[config.mk]
export PLATFORM = sky130hd
export DESIGN_NAME = etc_top
export DESIGN_NICKNAME = d
export VERILOG_FILES = /design/src/etc_pkg.sv /design/src/etc_edge.sv /design/src/etc_pinmux.sv /design/src/etc_top.sv
export SDC_FILE = /design/constraint.sdc
export NUM_CORES = 1
export LEC_CHECK = 0
export ABC_AREA = 1
export BUFFER_PORTS_ARGS = -buffer_cell sky130_fd_sc_hd__buf_2
export CAP_MARGIN = 20
export CORE_MARGIN = 2
export CORE_UTILIZATION = 60
export CTS_BUF_LIST = sky130_fd_sc_hd__clkbuf_4 sky130_fd_sc_hd__clkbuf_8
export CTS_CLUSTER_DIAMETER = 50
export DETAILED_ROUTE_END_ITERATION = 16
export PLACE_DENSITY = 0.84
export RECOVER_POWER = 25
export SLEW_MARGIN = 0
export SYNTH_ARGS = -nofsm -noshare
export SYNTH_HDL_FRONTEND = slang
export SYNTH_SLANG_ARGS = --single-unit
[constraint.sdc]
create_clock -name i_clk -period 4.35 [get_ports i_clk]
set_input_delay 0.6525 -clock i_clk [delete_from_list [all_inputs] [get_ports i_clk]]
set_output_delay 0.6525 -clock i_clk [all_outputs]
set_load 0.02 [all_outputs]
[src/etc_pkg.sv]
// Package: constants, register map and types of the edge trigger controller
// Function
// RL1: Up to 21 edge channels, each giving an interrupt request and an event.
// RL2: Each channel triggers on rising, falling or both edges.
// RL3: Trigger setup and masking are per channel, channels never interfere.
// RL4: Sources are 16 pin lines plus 5 internal module lines.
// RL5: Pin line n takes pin n of the port picked by its source select.
// RL6: Lines 16,17,19,21,25 take detector, alarm, tamper, comparator, serial wakeup.
// RL7: Event pulses let the core leave wait-for-event without an interrupt.
// RL8: Any enabled trigger raises a wakeup toward the system.
// RL9: A software trigger takes the same path as a detected edge.
// RL10: The low-voltage detector line drives interrupt request 1 (vector 17).
// RL11: Pending flag sets on trigger, cleared only by writing 1.
// RL12: Interrupt-enable bit gates each line's interrupt request.
// RL13: Event-enable bit gates each line's event pulse.
// RL14: Rise and fall enables make that edge valid; disabled edges ignored.
// RL15: Inputs are sampled, edge found by comparing with previous sample.
// RL16: Line request is high while pending flag and interrupt enable are set.
package etc_pkg;
  localparam int          ETC_LINES      = 28;
  localparam int          ETC_PINS       = 16;
  localparam int          ETC_PORTS      = 4;
  localparam int          ETC_SEL_W      = 2;
  localparam int          ETC_AW         = 4;
  // Line numbers of the internal sources
  localparam int          ETC_LN_LOW_V   = 16;
  localparam int          ETC_LN_ALARM   = 17;
  localparam int          ETC_LN_TAMPER  = 19;
  localparam int          ETC_LN_COMP    = 21;
  localparam int          ETC_LN_UART    = 25;
  // Lines that carry a source at all
  localparam logic [27:0] ETC_USED_MASK  = 28'h22BFFFF;
  // Register word offsets (word address)
  localparam logic [ETC_AW-1:0] ETC_A_IRQ_EN = 4'h0;
  localparam logic [ETC_AW-1:0] ETC_A_EVT_EN = 4'h1;
  localparam logic [ETC_AW-1:0] ETC_A_RISE   = 4'h2;
  localparam logic [ETC_AW-1:0] ETC_A_FALL   = 4'h3;
  localparam logic [ETC_AW-1:0] ETC_A_SOFT   = 4'h4;
  localparam logic [ETC_AW-1:0] ETC_A_PEND   = 4'h5;
  localparam logic [ETC_AW-1:0] ETC_A_SRC    = 4'h6;
  localparam logic [27:0] ETC_IRQEN_RST  = 28'hF940000;
  localparam logic [31:0] ETC_ZERO32     = 32'h00000000;
  localparam logic [31:0] ETC_UNMAPPED   = 32'hDEADBEEF;
  typedef enum logic [1:0] {
    ETC_BUS_IDLE = 2'b00,
    ETC_BUS_ACK  = 2'b01
  } etc_bus_state_t;
endpackage : etc_pkg

[src/etc_edge.sv]
// Per-line sampler and edge finder
`timescale 1ns/1ps
module etc_edge (
  input  wire logic                         i_clk,
  input  wire logic                         i_rst,
  input  wire logic [etc_pkg::ETC_LINES-1:0] i_line,
  input  wire logic [etc_pkg::ETC_LINES-1:0] i_rise_en,
  input  wire logic [etc_pkg::ETC_LINES-1:0] i_fall_en,
  output logic      [etc_pkg::ETC_LINES-1:0] o_edge
);
  logic [etc_pkg::ETC_LINES-1:0] sample;
  logic [etc_pkg::ETC_LINES-1:0] prev;
  // Inputs are synchronous; one sample plus its predecessor suffices
  always_ff @(posedge i_clk) begin
    if (i_rst) begin
      sample <= '0;
      prev   <= '0;
    end else begin
      sample <= i_line;  // see RL15
      prev   <= sample;
    end
  end
  // Independent per line, so one line's setup cannot touch another
  genvar g;
  generate
    for (g = 0; g < etc_pkg::ETC_LINES; g++) begin : g_line
      assign o_edge[g] = (i_rise_en[g] & sample[g] & ~prev[g]) |   // see RL14 see RL2 see RL3
                         (i_fall_en[g] & ~sample[g] & prev[g]);    // see RL14 see RL2
    end
  endgenerate
endmodule : etc_edge

[src/etc_pinmux.sv]
// Pin line source selection
`timescale 1ns/1ps
module etc_pinmux (
  input  wire logic [etc_pkg::ETC_PORTS*etc_pkg::ETC_PINS-1:0] i_port_pins,
  input  wire logic [etc_pkg::ETC_PINS*etc_pkg::ETC_SEL_W-1:0] i_sel,
  output logic      [etc_pkg::ETC_PINS-1:0]                    o_pin_line
);
  // Line n always sees pin n, only the port varies
  genvar g;
  generate
    for (g = 0; g < etc_pkg::ETC_PINS; g++) begin : g_pin
      logic [etc_pkg::ETC_SEL_W-1:0] s;
      assign s = i_sel[g*etc_pkg::ETC_SEL_W +: etc_pkg::ETC_SEL_W];
      assign o_pin_line[g] = i_port_pins[32'(s)*etc_pkg::ETC_PINS + g];  // see RL5
    end
  endgenerate
endmodule : etc_pinmux

[src/etc_top.sv]
// Edge trigger controller top: Avalon-MM slave, pending flags, outputs
//
// The implementer's own choices: the Avalon-MM slave port and the register offsets.
`timescale 1ns/1ps
module etc_top (
  input  wire logic                                         i_clk,
  input  wire logic                                         i_rst,
  // Avalon-MM slave, word address
  input  wire logic [etc_pkg::ETC_AW-1:0]                   i_avs_address,
  input  wire logic                                         i_avs_read,
  input  wire logic                                         i_avs_write,
  input  wire logic [31:0]                                  i_avs_writedata,
  input  wire logic [3:0]                                   i_avs_byteenable,
  output logic      [31:0]                                  o_avs_readdata,
  output logic                                              o_avs_waitrequest,
  // Trigger sources
  input  wire logic [etc_pkg::ETC_PORTS*etc_pkg::ETC_PINS-1:0] i_port_pins,
  input  wire logic                                         i_low_voltage_detector,
  input  wire logic                                         i_clock_alarm,
  input  wire logic                                         i_clock_tamper,
  input  wire logic                                         i_analog_comparator,
  input  wire logic                                         i_serial_wakeup,
  // Toward the core
  output logic      [etc_pkg::ETC_LINES-1:0]                o_line_irq,
  output logic      [etc_pkg::ETC_LINES-1:0]                o_line_event,
  output logic                                              o_low_voltage_irq,
  output logic                                              o_event,
  output logic                                              o_wakeup,
  output logic                                              o_irq
);
  localparam int N = etc_pkg::ETC_LINES;

  logic [N-1:0]  line_irq_enable;
  logic [N-1:0]  line_event_enable;
  logic [N-1:0]  line_rise_enable;
  logic [N-1:0]  line_fall_enable;
  logic [N-1:0]  line_pending_flag;
  logic [31:0]   pin_line_source_select;
  logic [N-1:0]  raw_lines;
  logic [15:0]   pin_lines;
  logic [N-1:0]  hw_edge;
  logic [N-1:0]  soft_pulse;
  logic [N-1:0]  trig;
  logic [N-1:0]  pend_clear;
  logic [N-1:0]  event_q;
  logic [31:0]   wmask;
  logic          wr_go;
  logic [31:0]   read_word;
  etc_pkg::etc_bus_state_t bus_state;

  // Port selection for the sixteen pin lines
  etc_pinmux u_pinmux (
    .i_port_pins (i_port_pins),
    .i_sel       (pin_line_source_select),
    .o_pin_line  (pin_lines)
  );

  // Assemble all lines; unused positions are held low
  always_comb begin
    raw_lines = '0;
    raw_lines[etc_pkg::ETC_PINS-1:0]   = pin_lines;               // see RL4
    raw_lines[etc_pkg::ETC_LN_LOW_V]   = i_low_voltage_detector;  // see RL6
    raw_lines[etc_pkg::ETC_LN_ALARM]   = i_clock_alarm;           // see RL6
    raw_lines[etc_pkg::ETC_LN_TAMPER]  = i_clock_tamper;          // see RL6
    raw_lines[etc_pkg::ETC_LN_COMP]    = i_analog_comparator;     // see RL6
    raw_lines[etc_pkg::ETC_LN_UART]    = i_serial_wakeup;         // see RL6
  end

  etc_edge u_edge (
    .i_clk     (i_clk),
    .i_rst     (i_rst),
    .i_line    (raw_lines),
    .i_rise_en (line_rise_enable),
    .i_fall_en (line_fall_enable),
    .o_edge    (hw_edge)
  );

  // Bus: every access answers one cycle after it is first seen
  assign wr_go = i_avs_write & (bus_state == etc_pkg::ETC_BUS_ACK);
  assign o_avs_waitrequest = (i_avs_read | i_avs_write) & (bus_state != etc_pkg::ETC_BUS_ACK);
  always_ff @(posedge i_clk) begin
    if (i_rst) begin
      bus_state <= etc_pkg::ETC_BUS_IDLE;
    end else begin
      case (bus_state)
        etc_pkg::ETC_BUS_IDLE: begin
          if (i_avs_read | i_avs_write) begin
            bus_state <= etc_pkg::ETC_BUS_ACK;
          end
        end
        etc_pkg::ETC_BUS_ACK: begin
          bus_state <= etc_pkg::ETC_BUS_IDLE;
        end
        default: begin
          bus_state <= etc_pkg::ETC_BUS_IDLE;
        end
      endcase
    end
  end

  // Byte lanes expand to a bit mask
  always_comb begin
    wmask = '0;
    for (int b = 0; b < 4; b++) begin
      wmask[b*8 +: 8] = {8{i_avs_byteenable[b]}};
    end
  end

  // Configuration registers; only the rise and fall enables keep bits of unused lines zero
  always_ff @(posedge i_clk) begin
    if (i_rst) begin
      line_irq_enable        <= etc_pkg::ETC_IRQEN_RST;
      line_event_enable      <= '0;
      line_rise_enable       <= '0;
      line_fall_enable       <= '0;
      pin_line_source_select <= etc_pkg::ETC_ZERO32;
    end else if (wr_go) begin
      case (i_avs_address)
        etc_pkg::ETC_A_IRQ_EN: begin
          line_irq_enable <= (line_irq_enable & ~wmask[N-1:0]) | (i_avs_writedata[N-1:0] & wmask[N-1:0]);
        end
        etc_pkg::ETC_A_EVT_EN: begin
          line_event_enable <= (line_event_enable & ~wmask[N-1:0]) | (i_avs_writedata[N-1:0] & wmask[N-1:0]);
        end
        etc_pkg::ETC_A_RISE: begin
          line_rise_enable <= ((line_rise_enable & ~wmask[N-1:0]) | (i_avs_writedata[N-1:0] & wmask[N-1:0]))
                              & etc_pkg::ETC_USED_MASK;
        end
        etc_pkg::ETC_A_FALL: begin
          line_fall_enable <= ((line_fall_enable & ~wmask[N-1:0]) | (i_avs_writedata[N-1:0] & wmask[N-1:0]))
                              & etc_pkg::ETC_USED_MASK;
        end
        etc_pkg::ETC_A_SRC: begin
          pin_line_source_select <= (pin_line_source_select & ~wmask) | (i_avs_writedata & wmask);
        end
        default: begin
        end
      endcase
    end
  end

  // Soft trigger register bits act as a one-cycle pulse and read back zero
  always_comb begin
    soft_pulse = '0;
    pend_clear = '0;
    if (wr_go && i_avs_address == etc_pkg::ETC_A_SOFT) begin
      soft_pulse = i_avs_writedata[N-1:0] & wmask[N-1:0] & etc_pkg::ETC_USED_MASK;  // see RL9
    end
    if (wr_go && i_avs_address == etc_pkg::ETC_A_PEND) begin
      pend_clear = i_avs_writedata[N-1:0] & wmask[N-1:0];  // see RL11
    end
  end

  // Hardware and software triggers share one path
  assign trig = hw_edge | soft_pulse;  // see RL9 see RL1

  // Pending flags: a new trigger wins over a clear in the same cycle
  always_ff @(posedge i_clk) begin
    if (i_rst) begin
      line_pending_flag <= '0;
    end else begin
      line_pending_flag <= (line_pending_flag & ~pend_clear) | trig;  // see RL11 see RL15
    end
  end

  // Event pulses, one cycle per trigger
  always_ff @(posedge i_clk) begin
    if (i_rst) begin
      event_q <= '0;
    end else begin
      event_q <= trig & line_event_enable;  // see RL13 see RL15 see RL7
    end
  end

  // Read mux; unmapped words return a marker so stray reads are visible
  always_comb begin
    read_word = etc_pkg::ETC_ZERO32;
    case (i_avs_address)
      etc_pkg::ETC_A_IRQ_EN: read_word = {4'h0, line_irq_enable};
      etc_pkg::ETC_A_EVT_EN: read_word = {4'h0, line_event_enable};
      etc_pkg::ETC_A_RISE:   read_word = {4'h0, line_rise_enable};
      etc_pkg::ETC_A_FALL:   read_word = {4'h0, line_fall_enable};
      etc_pkg::ETC_A_SOFT:   read_word = etc_pkg::ETC_ZERO32;
      etc_pkg::ETC_A_PEND:   read_word = {4'h0, line_pending_flag};
      etc_pkg::ETC_A_SRC:    read_word = pin_line_source_select;
      default:               read_word = etc_pkg::ETC_UNMAPPED;
    endcase
  end

  // Read data captured in the wait cycle, shown in the ack cycle, zero otherwise
  always_ff @(posedge i_clk) begin
    if (i_rst) begin
      o_avs_readdata <= etc_pkg::ETC_ZERO32;
    end else if (i_avs_read && bus_state == etc_pkg::ETC_BUS_IDLE) begin
      o_avs_readdata <= read_word;
    end else begin
      o_avs_readdata <= etc_pkg::ETC_ZERO32;
    end
  end

  // Outputs toward the core
  assign o_line_irq   = line_pending_flag & line_irq_enable;              // see RL16 see RL12
  assign o_line_event = event_q;                                          // see RL7
  assign o_low_voltage_irq = o_line_irq[etc_pkg::ETC_LN_LOW_V];           // see RL10
  assign o_event      = |event_q;                                         // see RL7
  assign o_irq        = |o_line_irq;
  // Wakeup follows any enabled request, irq level or event pulse
  assign o_wakeup     = (|o_line_irq) | (|event_q);                       // see RL8
endmodule : etc_top

# ---- Word-level counts from Yosys, hierarchy flattened
# Index checks and enable logic that the tools add are counted.
dict set report op_classes {
  n_addsub 15
  mul 0
  div 0
  order_cmp 16
  eq_ne 6
  shift 0
  mux 35
  bitwise 174
  reduce_logical 14
}
# operator n
set op_table {}
lappend op_table {{< comparator 32 x 7 -> 1 bit, second input constant} 15}
lappend op_table {{case mux 32 bit (7 select lines)} 1}
lappend op_table {{AND 28 bit} 6}
lappend op_table {{binary-select mux 1 bit (select 6 bit)} 15}
lappend op_table {{AND 1 bit} 86}
lappend op_table {{OR 28 bit} 3}
lappend op_table {{AND 32 bit} 2}
lappend op_table {{adder 6 x 4 -> 7 bit, second input constant} 8}
lappend op_table {{NOT 28 bit} 2}
lappend op_table {{OR reduction 28 bit} 2}
lappend op_table {{AND 26 bit} 2}
lappend op_table {{OR 26 bit} 2}
lappend op_table {{NOT 1 bit} 45}
lappend op_table {{NOT 32 bit} 1}
lappend op_table {{OR 32 bit} 1}
lappend op_table {{adder 6 x 3 -> 7 bit, second input constant} 4}
lappend op_table {{2-to-1 mux 28 bit} 1}
lappend op_table {{OR 26 x 28 -> 28 bit} 1}
lappend op_table {{2-to-1 mux 26 bit} 1}
lappend op_table {{OR 1 bit} 23}
lappend op_table {{2-to-1 mux 1 bit} 16}
lappend op_table {{adder 6 x 2 -> 7 bit, second input constant} 2}
lappend op_table {{equality test 4 x 3 -> 1 bit, second input constant} 3}
lappend op_table {{AND reduction 2 bit} 5}
lappend op_table {{9 further kinds} 13}
dict set report word_totals {
  reg_bits 266
  latchBits 0
  mem_bits_rw 0
  romBits 0
  in_bits 113
  output_inout_bits 93
  word_cells 271
  mem_count 0
}

# ---- Longest topological paths before layout
dict set report logic_depth {
  word_depth 6
  ltp_mapped 9
  depth_no_buf 8
}

# ---- Modules after synthesis
# A second synthesis with hierarchy kept.
dict set report unflattened {
  cells_unflattened 2079
  area_unflattened_um2 13012.5
}
# module n_inst cells_per_inst area_per_inst_um2 seq_area_each_um2
set modules_own_cells {}
lappend modules_own_cells {etc_top 1 1585 10098.4 4384.2}
lappend modules_own_cells {etc_edge 1 286 2093.3 1121.1}
lappend modules_own_cells {etc_pinmux 1 208 820.8 0.0}

# ---- Worst setup path after synthesis
# Ideal clock, no wire load.
dict set report synth_path {
  kind {input to register}
  from {input port i_avs_address[3] (netlist name)}
  to {register with a tool-made name}
  setup_ps 113
  arrival_ps 1683
  required_time_ps 4237
  setup_slack_ps 2554
  cell_stages 8
  n_path_buf 0
  path_cell_list {inv_1 nand2_1 nor2_2 nand2_1 nor2_1 nand2_1 nand2_1 nor2_1}
}
# element line
set synth_lines {}
lappend synth_lines {{from (decl)} etc_top.sv:9} ;# input wire logic [etc_pkg::ETC_AW-1:0] i_avs_address,

==> summary.txt <==
Run status
  • Status: complete, no violations

Pwr
  • VDD IR max: 0.201 mV
  • Power Dens Cells: 365 nW/um2
  • Final Total Pwr: 4.93 mW
  • Pleak: 6.77 nW

Logic synthesis
  • Largest area contributor in the netlist: dfxtp_1
  • Ranking of synthesized cells by area: dfxtp_1 44%, nand2_1 16%, nor2_1 13%
  • Ys Warns: 0
  • Share of the synthesized area in the top cell type: 43.9%
  • Cell count after synthesis: 1820
  • Sequential area share after synthesis: 43.9%
  • #FFs+latches synth: 254
  • Post-Syn Area: 11600 um2
  • Syn Area/Cell: 6.37 um2
  • Synth unique cells: 22

Worst setup path
  • WP data arrival: 2000 ps
  • Type of origin of the critical path: register
  • End of the critical path: o_wakeup
  • Critical Path Sink Type: output port
  • Critical Path RT: 3700 ps
  • Crit-path max FO: 3
  • Reg2reg setup slack: 2340 ps
  • Worst reg2reg startpoint: bus_state[0]$_SDFFE_PP0N_
  • Setup CP Type: register to output port
  • Reg2Reg Depth: 6

Timing
  • Unrepaired setup endpoints after global routing: false
  • Clk_skew: 17.1 ps
  • Max_slew headroom: 14.3%
  • Setup TNS: 0 ps
  • Highest clock rate: 377 MHz
  • Endpoints failing setup: 0
  • Final period utilization: 61.0%
  • Max-slew violation count: 0
  • Fin. Hold Viols: 0
  • Worst Tran Pin Value: 1280 ps
  • Tmin final: 2650 ps

Worst hold path
  • Hold/Removal Path Class: input port to register

Final layout
  • Synthesis-to-finish area growth: 16.5%
  • Final #Nets: 2117
  • Register cell area after layout: 5080 um2
  • Finished Cell Area: 13500 um2
  • Ant. Diodes: 0
  • Multi-input combinational cell area: 5380 um2
  • Most common cell after layout, fill and taps aside: nand2_1
  • Most frequent cells in the layout: 482 x nand2_1, 404 x nor2_1, 254 x dfxtp_1, 215 x inv_1, 178 x nand3_1
  • Fillers: 1607
  • Layout cells sized above 1: 12.9%

Global route
  • Remaining global-route overflow: 0
  • Antenna violations before repair: 1
  • Vias in the first global route: 11.3k
  • Largest net degree at the start of global routing: 75
  • Total track usage: 35.6%
  • First-pass GRT wire length: 57.3 mm

Route
  • First-pass iteration count of the detailed router: 5
  • DR vias: 12.5k
  • Wire length per cell: 16.0 um
  • Drt drc: 0
  • Final Routed Wirelength: 36.7 mm
  • DRT iter0 DRCs: 1338
  • Post-DRT Antenna Nets: 0
  • Vias per inst: 5.45

Floorplan
  • Num ports: 206
  • Row Count: 50
  • Initial core utilization: 61.5%
  • Die footprint: 20400 um2
  • Core box area: 18800 um2
  • Die W: 143 um
  • DIE HEIGHT: 143 um

Clock tree
  • Clock Latency Late Sink: 540 ps
  • TritonCTS buffer count: 41
  • Post-cts sizing count: 0
  • Post-CTS Setup Inserts: 0
  • Hold_buf cts: 0
  • Clock buffer depth: 3
  • Clock sink total: 254
  • Clk slew on worst S/H paths: 60 ps
  • TritonCTS clock tree: yes
  • Root Buffer: clkbuf_8
  • CTS HTree Levels: 2

Placement
  • Post-DP HPWL: 24.5 mm
  • Placed instance area: 12700 um2
  • Input/output buffers: 198
  • RePlAce Congestion: 0.925

Flow run
  • Max-Cap Viols: 0
## cell families after synthesis
family,Yosys count,synth area share (%)
DFF,254,43.9
and+or+nand+nor,1089,38.1
AOI/OAI and AO/OA,181,8.03
other,1,0.0324
buffers and inverters,295,9.90
## metal layers
layer  part of all wire (%)  GRT usage [%]  vias up
met5                  0.027              0        -
met4                    4.5           15.7        2
met3                     12           7.01      163
met2                     45           57.3      848
met1                     38           46.6     5521
li1                       -              -     5954
## metrics by stage
step / worst slack, ps / hold WS, ps / utilization [%] / cells
floorplan: 2550 / 413 / - / 1826
global placement: 1450 / 429 / 67.5 / 2221
detailed placement: 1400 / 435 / 67.5 / 2221
CTS: 1750 / 312 / 72.0 / 2291
global route: 1600 / 321 / 71.7 / 2291
finish: 1700 / 324 / 71.7 / 2291
## area by class of cell
class / instances / share of cell area [%]
Clock buffer: 69 / 6.20
Timing Repair Buffer: 211 / 7.67
Multi-Input combinational cell: 1277 / 39.9
Sequential cell: 254 / 37.7
Clock inverter: 1 / 0.0556
Inverter: 219 / 6.10
Tap cell: 260 / 2.41
## Yosys cell counts
library cell,instances
o211ai_1,7
buf_4,8
o21ai_0,113
nor2_4,9
clkbuf_1,54
nor2_1,405
buf_1,6
nor2_2,7
nand4_1,1
nand2_4,1
nand2_1,482
a21o_1,3
buf_2,8
inv_1,216
nor3b_1,1
inv_2,3
dfxtp_1,254
nand2_2,3
conb_1,1
nand3_1,178
a21oi_1,58
nor3_1,2
## power breakdown
group          internal (mW)  switching (mW)
clock network           1.20           0.925
logic                  0.113           0.285
registers               2.37          0.0286
## how the worst min path moves through the flow
stage                                 from                            to  slack, ps  cells after the start
3_5_place_dp   u_edge.sample[7]$_SDFF_PP0_     u_edge.prev[7]$_SDFF_PP0_        440                      2
6_report               i_analog_comparator  u_edge.sample[21]$_SDFF_PP0_        320                      3
3_3_place_gp   u_edge.sample[0]$_SDFF_PP0_     u_edge.prev[0]$_SDFF_PP0_        430                      2
5_1_grt                i_analog_comparator  u_edge.sample[21]$_SDFF_PP0_        320                      3
4_1_cts                i_analog_comparator  u_edge.sample[21]$_SDFF_PP0_        310                      3
2_1_floorplan  u_edge.sample[0]$_SDFF_PP0_     u_edge.prev[0]$_SDFF_PP0_        410                      2
## worst max-delay path: stages, from the launching register on
cell	delay (ps)
dfxtp_1	340
nand2_1	120
nand2_1	130
nor2_1	140
nand2_1	60
nor2_1	380
nand3_1	120
buf_2	180
Note: power is estimated with default switching activity, not from simulation.
